--- src/logic/sock_ctl_pkg.sv ---
// Constants and types for the socket control and status block
// Contract
// [RULE_01] Low card-detect pins mean card seated
// [RULE_02] CardBus presence and type from detect plus sense; code reports a CardBus card only in CardBus mode
// [RULE_03] Enable one even bytes, two odd, both word
// [RULE_04] Eight-bit socket: enable one only, A0 picks byte
// [RULE_05] Sixteen-bit reset low normally, high resets card
// [RULE_06] Reset pin floats unless seated, powered, enabled
// [RULE_07] CardBus mode drives reset active low
// [RULE_08] Second battery pin: warning, speaker or audio
// [RULE_09] Second battery pin may be disk LED
// [RULE_10] Memory mode first battery pin is battery dead
// [RULE_11] I/O mode first battery pin is status change
// [RULE_12] Control bit seven makes it ring indicate
// [RULE_13] CardBus card signals changes on status pin
// [RULE_14] Decode both sense pins for card voltage
// [RULE_15] Sense pull-ups from data-write and pull-up bits
// [RULE_16] Per-socket mode routes every multi-function pin
package sock_ctl_pkg;

  localparam int unsigned NUM_SOCK = 2;
  localparam int unsigned AW       = 4;
  localparam int unsigned DW       = 32;

  // Register offsets (byte addresses)
  localparam logic [AW-1:0] OFF_CTRL0  = 4'h0;
  localparam logic [AW-1:0] OFF_CTRL1  = 4'h4;
  localparam logic [AW-1:0] OFF_STAT0  = 4'h8;
  localparam logic [AW-1:0] OFF_STAT1  = 4'hC;
  localparam logic [AW-1:0] OFF_IRQ_ST = 4'h1;
  localparam logic [AW-1:0] OFF_IRQ_MK = 4'h2;

  // Socket control register fields
  localparam int unsigned CF_MODE_LO   = 0;
  localparam int unsigned CF_BUS8      = 2;
  localparam int unsigned CF_RESET     = 3;
  localparam int unsigned CF_PWR       = 4;
  localparam int unsigned CF_IFEN      = 5;
  localparam int unsigned CF_SPKR      = 6;
  localparam int unsigned CF_RING      = 7;
  localparam int unsigned CF_LED       = 8;
  localparam int unsigned CF_XDW       = 9;
  localparam int unsigned CF_CDPU      = 10;
  localparam int unsigned CTRL_W       = 11;

  // Status register fields
  localparam int unsigned SF_PRESENT   = 0;
  localparam int unsigned SF_CBCARD    = 1;
  localparam int unsigned SF_VOLT_LO   = 2;
  localparam int unsigned SF_BATDEAD   = 4;
  localparam int unsigned SF_BATWARN   = 5;
  localparam int unsigned SF_STSCHG    = 6;
  localparam int unsigned SF_RING      = 7;
  localparam int unsigned SF_LED       = 8;
  localparam int unsigned SF_AUDIO     = 9;
  localparam int unsigned STAT_W       = 10;

  // Event bits per socket: insert, remove, status change, ring
  localparam int unsigned EV_PER_SOCK  = 4;
  localparam int unsigned EV_INS       = 0;
  localparam int unsigned EV_REM       = 1;
  localparam int unsigned EV_STS       = 2;
  localparam int unsigned EV_RING      = 3;
  localparam int unsigned EV_W         = NUM_SOCK * EV_PER_SOCK;

  localparam logic [CTRL_W-1:0] CTRL_RST = 11'h000;
  localparam logic [EV_W-1:0]   MASK_RST = 8'h00;

  typedef enum logic [1:0] {
    MODE_MEM = 2'b00,
    MODE_IO  = 2'b01,
    MODE_CB  = 2'b10
  } sock_mode_t;

  // Voltage codes from the sense pin pair
  localparam logic [1:0] VOLT_5V   = 2'b11;
  localparam logic [1:0] VOLT_3V   = 2'b10;
  localparam logic [1:0] VOLT_XV   = 2'b01;
  localparam logic [1:0] VOLT_LOW  = 2'b00;

endpackage

--- src/logic/sock_ctl.sv ---
// Dual-socket card control and status signalling
//
// Design decisions made here: strobed register access and the register addresses.
`timescale 1ns/1ps
module sock_ctl
  import sock_ctl_pkg::*;
(
  // Clock, reset, enable
  input  wire logic                  core_clk_i,
  input  wire logic                  rst_n_i,
  input  wire logic                  clk_en_i,
  // Register port
  input  wire logic [AW-1:0]         reg_addr_i,
  input  wire logic [DW-1:0]         reg_wdata_i,
  input  wire logic                  reg_wr_i,
  input  wire logic                  reg_rd_i,
  output logic      [DW-1:0]         reg_rdata_o,
  output logic                       irq_o,
  // Access request from the host side
  input  wire logic [NUM_SOCK-1:0]   acc_req_i,
  input  wire logic [NUM_SOCK-1:0]   acc_word_i,
  input  wire logic [NUM_SOCK-1:0]   acc_a0_i,
  // Socket pins
  input  wire logic [NUM_SOCK-1:0]   cd1_n_i,
  input  wire logic [NUM_SOCK-1:0]   cd2_n_i,
  input  wire logic [NUM_SOCK-1:0]   vs1_i,
  input  wire logic [NUM_SOCK-1:0]   vs2_i,
  input  wire logic [NUM_SOCK-1:0]   bvd1_i,
  input  wire logic [NUM_SOCK-1:0]   bvd2_i,
  output logic      [NUM_SOCK-1:0]   ce1_n_o,
  output logic      [NUM_SOCK-1:0]   ce2_n_o,
  output logic      [NUM_SOCK-1:0]   card_rst_o,
  output logic      [NUM_SOCK-1:0]   card_rst_oe_o,
  output logic      [NUM_SOCK-1:0]   vs_pu_en_o,
  output logic      [NUM_SOCK-1:0]   spkr_o,
  output logic      [NUM_SOCK-1:0]   led_o,
  output logic      [NUM_SOCK-1:0]   wake_o
);

  typedef struct packed {
    logic [NUM_SOCK-1:0][CTRL_W-1:0] ctrl;
    logic [NUM_SOCK-1:0][STAT_W-1:0] stat;
    logic [EV_W-1:0]                 ev;
    logic [EV_W-1:0]                 mask;
    logic [DW-1:0]                   rdata;
    logic                            irq;
    logic [NUM_SOCK-1:0]             ce1_n;
    logic [NUM_SOCK-1:0]             ce2_n;
    logic [NUM_SOCK-1:0]             rst;
    logic [NUM_SOCK-1:0]             rst_oe;
    logic [NUM_SOCK-1:0]             vs_pu;
    logic [NUM_SOCK-1:0]             spkr;
    logic [NUM_SOCK-1:0]             led;
    logic [NUM_SOCK-1:0]             wake;
  } state_t;

  state_t st_r;
  state_t st_nxt;

  // Per-socket combinational decode
  logic [NUM_SOCK-1:0][STAT_W-1:0] stat_now;
  logic [NUM_SOCK-1:0]             rst_lvl;
  logic [NUM_SOCK-1:0]             rst_drv;
  logic [NUM_SOCK-1:0]             ce1_now;
  logic [NUM_SOCK-1:0]             ce2_now;
  logic [NUM_SOCK-1:0]             pu_now;
  logic [NUM_SOCK-1:0]             spkr_now;
  logic [NUM_SOCK-1:0]             led_now;
  logic [NUM_SOCK-1:0]             stsin;
  logic [NUM_SOCK-1:0]             ringin;

  genvar g;
  generate
    for (g = 0; g < NUM_SOCK; g++) begin : g_sock
      sock_mode_t mode;
      logic       seated;
      logic [CTRL_W-1:0] c;
      assign c      = st_r.ctrl[g];
      assign mode   = sock_mode_t'(c[CF_MODE_LO +: 2]); // RULE_16
      // Both detect pins low means seated
      assign seated = ~cd1_n_i[g] & ~cd2_n_i[g]; // RULE_01

      always_comb begin
        stat_now[g] = '0;
        stat_now[g][SF_PRESENT] = seated; // RULE_02
        // CardBus card: VS pins read as sense pair in CardBus mode
        stat_now[g][SF_CBCARD] = seated && (mode == MODE_CB) &&
                                 !(vs1_i[g] && vs2_i[g]); // RULE_02
        stat_now[g][SF_VOLT_LO +: 2] = {vs2_i[g], vs1_i[g]}; // RULE_14
        stat_now[g][SF_BATDEAD] = (mode == MODE_MEM) & ~bvd1_i[g]; // RULE_10
        stat_now[g][SF_BATWARN] = (mode == MODE_MEM) & ~bvd2_i[g]; // RULE_08
        stat_now[g][SF_STSCHG]  = stsin[g];
        stat_now[g][SF_RING]    = ringin[g];
        stat_now[g][SF_LED]     = led_now[g];
        stat_now[g][SF_AUDIO]   = (mode == MODE_CB) & bvd2_i[g]; // RULE_08
      end

      // Status pin: status change, or ring indicate in I/O mode when bit 7 set
      assign ringin[g] = c[CF_RING] & (mode == MODE_IO) &
                         ~bvd1_i[g]; // RULE_12
      assign stsin[g]  = ~c[CF_RING] & (mode != MODE_MEM) &
                         ~bvd1_i[g]; // RULE_11 RULE_13
      assign spkr_now[g] = (mode == MODE_IO) & c[CF_SPKR] &
                           ~bvd2_i[g]; // RULE_08
      assign led_now[g]  = (mode != MODE_CB) & c[CF_LED] &
                           ~bvd2_i[g]; // RULE_09

      // Card enables: word both, byte by A0, 8-bit only CE1
      always_comb begin
        ce1_now[g] = 1'b1;
        ce2_now[g] = 1'b1;
        if (acc_req_i[g] && mode != MODE_CB) begin
          if (c[CF_BUS8]) begin
            ce1_now[g] = 1'b0; // RULE_04
          end else if (acc_word_i[g]) begin
            ce1_now[g] = 1'b0; // RULE_03
            ce2_now[g] = 1'b0;
          end else begin
            ce1_now[g] = acc_a0_i[g]; // RULE_03
            ce2_now[g] = ~acc_a0_i[g];
          end
        end
      end

      // Reset level: high resets 16-bit card, low resets CardBus card
      assign rst_lvl[g] = (mode == MODE_CB) ? ~c[CF_RESET] // RULE_07
                                            : c[CF_RESET]; // RULE_05
      assign rst_drv[g] = seated & c[CF_PWR] & c[CF_IFEN]; // RULE_06
      assign pu_now[g]  = c[CF_XDW] & c[CF_CDPU]; // RULE_15
    end
  endgenerate

  always_comb begin
    logic [EV_W-1:0] ev_set;
    logic [EV_W-1:0] ev_clr;
    st_nxt = st_r;
    ev_set = '0;
    ev_clr = '0;
    for (int s = 0; s < NUM_SOCK; s++) begin
      ev_set[s*EV_PER_SOCK+EV_INS]  = stat_now[s][SF_PRESENT] &
                                      ~st_r.stat[s][SF_PRESENT];
      ev_set[s*EV_PER_SOCK+EV_REM]  = ~stat_now[s][SF_PRESENT] &
                                      st_r.stat[s][SF_PRESENT];
      ev_set[s*EV_PER_SOCK+EV_STS]  = stsin[s] & ~st_r.stat[s][SF_STSCHG];
      ev_set[s*EV_PER_SOCK+EV_RING] = ringin[s] & ~st_r.stat[s][SF_RING];
    end
    st_nxt.stat   = stat_now;
    st_nxt.ce1_n  = ce1_now;
    st_nxt.ce2_n  = ce2_now;
    st_nxt.rst    = rst_lvl & rst_drv;
    st_nxt.rst_oe = rst_drv;
    st_nxt.vs_pu  = pu_now;
    st_nxt.spkr   = spkr_now;
    st_nxt.led    = led_now;
    st_nxt.wake   = ringin;
    st_nxt.rdata  = '0;
    if (reg_wr_i) begin
      case (reg_addr_i)
        OFF_CTRL0:  st_nxt.ctrl[0] = reg_wdata_i[CTRL_W-1:0];
        OFF_CTRL1:  st_nxt.ctrl[1] = reg_wdata_i[CTRL_W-1:0];
        OFF_IRQ_ST: ev_clr = reg_wdata_i[EV_W-1:0];
        OFF_IRQ_MK: st_nxt.mask = reg_wdata_i[EV_W-1:0];
        default: ;
      endcase
    end
    if (reg_rd_i) begin
      case (reg_addr_i)
        OFF_CTRL0:  st_nxt.rdata[CTRL_W-1:0] = st_r.ctrl[0];
        OFF_CTRL1:  st_nxt.rdata[CTRL_W-1:0] = st_r.ctrl[1];
        OFF_STAT0:  st_nxt.rdata[STAT_W-1:0] = st_r.stat[0];
        OFF_STAT1:  st_nxt.rdata[STAT_W-1:0] = st_r.stat[1];
        OFF_IRQ_ST: st_nxt.rdata[EV_W-1:0]   = st_r.ev;
        OFF_IRQ_MK: st_nxt.rdata[EV_W-1:0]   = st_r.mask;
        default:    st_nxt.rdata = '0;
      endcase
    end
    // Set wins over a same-cycle clear
    st_nxt.ev  = (st_r.ev & ~ev_clr) | ev_set;
    st_nxt.irq = |(st_nxt.ev & st_nxt.mask);
  end

  always_ff @(posedge core_clk_i or negedge rst_n_i) begin
    if (!rst_n_i) begin
      st_r       <= '0;
      st_r.ctrl  <= {NUM_SOCK{CTRL_RST}};
      st_r.mask  <= MASK_RST;
      st_r.ce1_n <= '1;
      st_r.ce2_n <= '1;
    end else if (clk_en_i) begin
      st_r <= st_nxt;
    end
  end

  assign reg_rdata_o   = st_r.rdata;
  assign irq_o         = st_r.irq;
  assign ce1_n_o       = st_r.ce1_n;
  assign ce2_n_o       = st_r.ce2_n;
  assign card_rst_o    = st_r.rst;
  assign card_rst_oe_o = st_r.rst_oe;
  assign vs_pu_en_o    = st_r.vs_pu;
  assign spkr_o        = st_r.spkr;
  assign led_o         = st_r.led;
  assign wake_o        = st_r.wake;

endmodule

--- config.mk ---
export PLATFORM = sky130hd
export DESIGN_NAME = sock_ctl
export DESIGN_NICKNAME = d
export VERILOG_FILES = /design/src/logic/sock_ctl_pkg.sv /design/src/logic/sock_ctl.sv
export SDC_FILE = /design/constraint.sdc
export NUM_CORES = 1
export LEC_CHECK = 0
export ABC_AREA = 1
export ABC_CLOCK_PERIOD_IN_PS = 1320
export BUFFER_PORTS_ARGS = -buffer_cell sky130_fd_sc_hd__buf_2
export CAP_MARGIN = 25
export CELL_PAD_IN_SITES_DETAIL_PLACEMENT = 1
export CELL_PAD_IN_SITES_GLOBAL_PLACEMENT = 1
export CORE_ASPECT_RATIO = 1.5
export CORE_MARGIN = 2
export CORE_UTILIZATION = 39
export CTS_BUF_LIST = sky130_fd_sc_hd__clkbuf_16
export CTS_CLUSTER_DIAMETER = 200
export DETAILED_ROUTE_END_ITERATION = 8
export GPL_TIMING_DRIVEN = 1
export PLACE_DENSITY = 0.81
export SYNTH_ARGS = -nofsm -noshare
export SYNTH_HDL_FRONTEND = slang
export SYNTH_SLANG_ARGS = --single-unit
--- constraint.sdc ---
create_clock -name core_clk_i -period 1.32 [get_ports core_clk_i]
set_input_delay 0.132 -clock core_clk_i [delete_from_list [all_inputs] [get_ports core_clk_i]]
set_output_delay 0.132 -clock core_clk_i [all_outputs]
set_load 0.01 [all_outputs]
==> impl_metrics.csv <==
group,metric,value,unit
synth,ys_async_sr_fraction,100,%
critical_path,rr_startpoint,"g_sock[1].c[1]",
power_and_ir_drop,vdd_drop_max,0.734,mV
die,die_area,12300,sq um
clock_tree,cts.clk_slew.worst_paths,60,ps
route,wire_per_inst,16.8,um
grt,globalRouteOverflowTotal,0,
clock_tree,cts_root_buf,"clkbuf_16",
worst_hold_path,hp-class,"input port to register",
critical_path,r2r_slack,-20,ps
synth,yosysMostFrequentCell,"nand2_1",
die,pin_count,108,
route,drt_iter0_markers,170,
sta,setup-violations-final,1,
final_layout,area.growth.synth_to_final,18.6,%
synth,synth_edf_count,0,
final_layout,multiInputGateArea,1790,sq um
route,vias,4010,
sta,hold_ws,15.5,ps
critical_path,startpoint_type,"register",
sta,drv_slew,0,
clock_tree,cts_sinks,82,
synth,synth_top_area_share,43.8,%
clock_tree,clock_latency,340,ps
sta,finalCritPeriodShare,101,%
clock_tree,numCtsBuffers,9,
clock_tree,cts_tree,"done",
final_layout,diodes,0,
placed_design,port_buffers,65,
die,row_count,47,
grt,grt_pass1_wl,21300,um
clock_tree,htree_levels,3,
synth,yosysTopAreaCell,"dfrtp_1",
critical_path,crit_chain,"or2_4, nand4_1, nand2_1, nand2_2, nand2_1, nor2_1, a21oi_2",
synth,synth-seq-cells,82,
final_layout,nets,688,
sta,post-route-min-period,1340,ps
critical_path,cpPeakStageDelay,440,ps
die,fp.coreArea,11100,sq um
grt,grt_pass1_vias,4327,
die,die_width,91.3,um
sta,rsz0062_at_grt,"yes",
critical_path,endpoint_kind,"register",
synth,ys_types,33,
grt,grt_max_degree,83,
route,wl,13100,um
power_and_ir_drop,leakage,2.73,nW
run,drv_cap,0,
route,vias_per_cell,5.13,
synth,synth_common_cells,"162 x nand2_1, 78 x dfrtp_1, 61 x inv_1, 49 x buf_4, 31 x o21ai_0",
outcome,violations,"setup timing",
final_layout,nFillCells,1395,
sta,max_clock_freq,0.747,GHz
critical_path,cpMaxStageDelayCell,"dfrtp_2",
placed_design,hpwl,9860,um
synth,synthTopCellsByArea,"dfrtp_1 44%, nand2_1 14%, buf_4 8.3%",
synth,ys_seq_area_share,46.2,%
critical_path,crit_path_start,"g_sock[1].c[1]",
power_and_ir_drop,power_density,1330,nW/um^2
die,start_util,40.1,%
final_layout,final_layout_size_suffix_gt1_share,24.1,%
route,ant_nets,0,
clock_tree,max-clock-path-buffers,2,
sta,fin_ws,-18.3,ps
route,drc_errors,0,
outcome,status,"finished, violations left",
critical_path,crit_arrival,1570,ps
critical_path,cp_data_required_time,1550,ps
grt,groute.usage.overall,22.1,%
sta,hold_viol_final,0,
die,die_y,135,um
placed_design,place.gp.congestion,0.871,
synth,synth_warnings,0,
synth,avgSynthCellArea,7.96,sq um
synth,synth_ff_type,"dfrtp_1",
critical_path,worstSetupPathType,"register to register",
synth,synthCells,560,
final_layout,fin_util,47.6,%
sta,fin_skew,6.73,ps
grt,grt_antenna_before_repair,0,
worst_hold_path,min_from,"vs1_i[1]",
critical_path,crit_fanout,4,
synth,synth.cell_area,4460,sq um
final_layout,regArea,2060,sq um
critical_path,path_common_cell,"nand2_1",
route,dr.pass1.iters,4,
## registers in the layout, summed over array words and instances, names as in the netlist
| name | cells |
|---|---|
| vs_pu_en_o | 2 |
| reg_rdata_o | 11 |
| g_sock.c | 22 |
| spkr_o | 2 |
| ce2_n_o | 2 |
| ce1_n_o | 2 |
| irq_o | 1 |
| st_r | 36 |
| card_rst_o | 2 |
| card_rst_oe_o | 2 |
## critical path, delay by kind of cell (launching register included)
kind             cells  cell delay (ps)
AO/OA/AOI/OAI        1               70
flip-flops           1              440
AND/OR/NAND/NOR      6              710
## where the power goes
part	total [mW]	switching, mW	internal [mW]
clock network	2.46	1.02	1.44
registers	3.09	0.240	2.85
logic	1.47	0.878	0.593
total	7.02	2.14	4.88
## stage by stage
stage | setup slack [ps] | total power [mW] | instances | TNS [ps] | area, sq um
detailed placement | -81.9 | 4.48 | 760 | -1210 | 4920
global route | -52.5 | 7.34 | 781 | -52.5 | 5290
CTS | -14.2 | 7.03 | 781 | -14.2 | 5280
global placement | -21.8 | 4.38 | 760 | -138 | 4920
finish | -18.3 | 7.02 | 781 | -18.3 | 5290
floorplan | 117 | 3.93 | 580 | 0 | 4530
## kinds of logic (layout without fill, tap and decap cells)
group	count (synthesis)	after routing	synth area share [%]
AND/OR/NAND/NOR	240	240	23.9
buffers and inverters	134	188	16.1
AO/OA/AOI/OAI	101	101	13.3
flip-flops	82	82	46.2
XOR/XNOR	2	2	0.393
other	1	21	0.0842
## final timing paths
path | end | cells past startpoint
max | irq_o | 7
max in group asynchronous | g_sock[1].c[1] | 3
max reg2reg | irq_o | 7
min in group asynchronous | g_sock[1].c[7] | 3
min | st_r[77] | 3
min reg2reg | reg_rdata_o[8] | 2
## area by class of cell
class | instances | share of cell area (%)
sequential | 82 | 38.9
clock buffer | 9 | 4.26
tap | 147 | 3.48
clock inverter | 7 | 1.16
timing repair buffer | 107 | 13.6
multi-input combinational | 364 | 33.9
inverter | 65 | 4.62
## per-layer routing
layer / GRT usage (%) / wire length (um)
met1: 24.8 / 5090
met2: 40.5 / 7010
met3: 3.18 / 499
met4: 11.5 / 520
met5: 0 / 0
## layout by cell type, fill, tap and decap left out, drive strengths merged
master       count
nand2          165
buf            106
dfrtp           78
inv             66
o21ai           54
nor2            27
o22ai           24
conb            21
nand3           20
nand4           18
a21oi           13
clkbuf           9
nand3b           6
dfstp            4
or2              3
clkinv           3
o32a             2
xor2             2
o31ai            2
a32o             2
o21a             2
clkinvlp         2
nor3             1
o2111ai          1
a31oi            1
bufinv           1
dlygate4sd3      1
## repair_timing
item,4_1_cts,5_1_grt
hold buffers,1,0
endpoints found under the hold margin,78,0
resized for setup,12,5
pin swaps,6,5
setup endpoints to repair,1,3
buffers inserted,4,1
No activity file was read; power rests on OpenSTA's default activity.
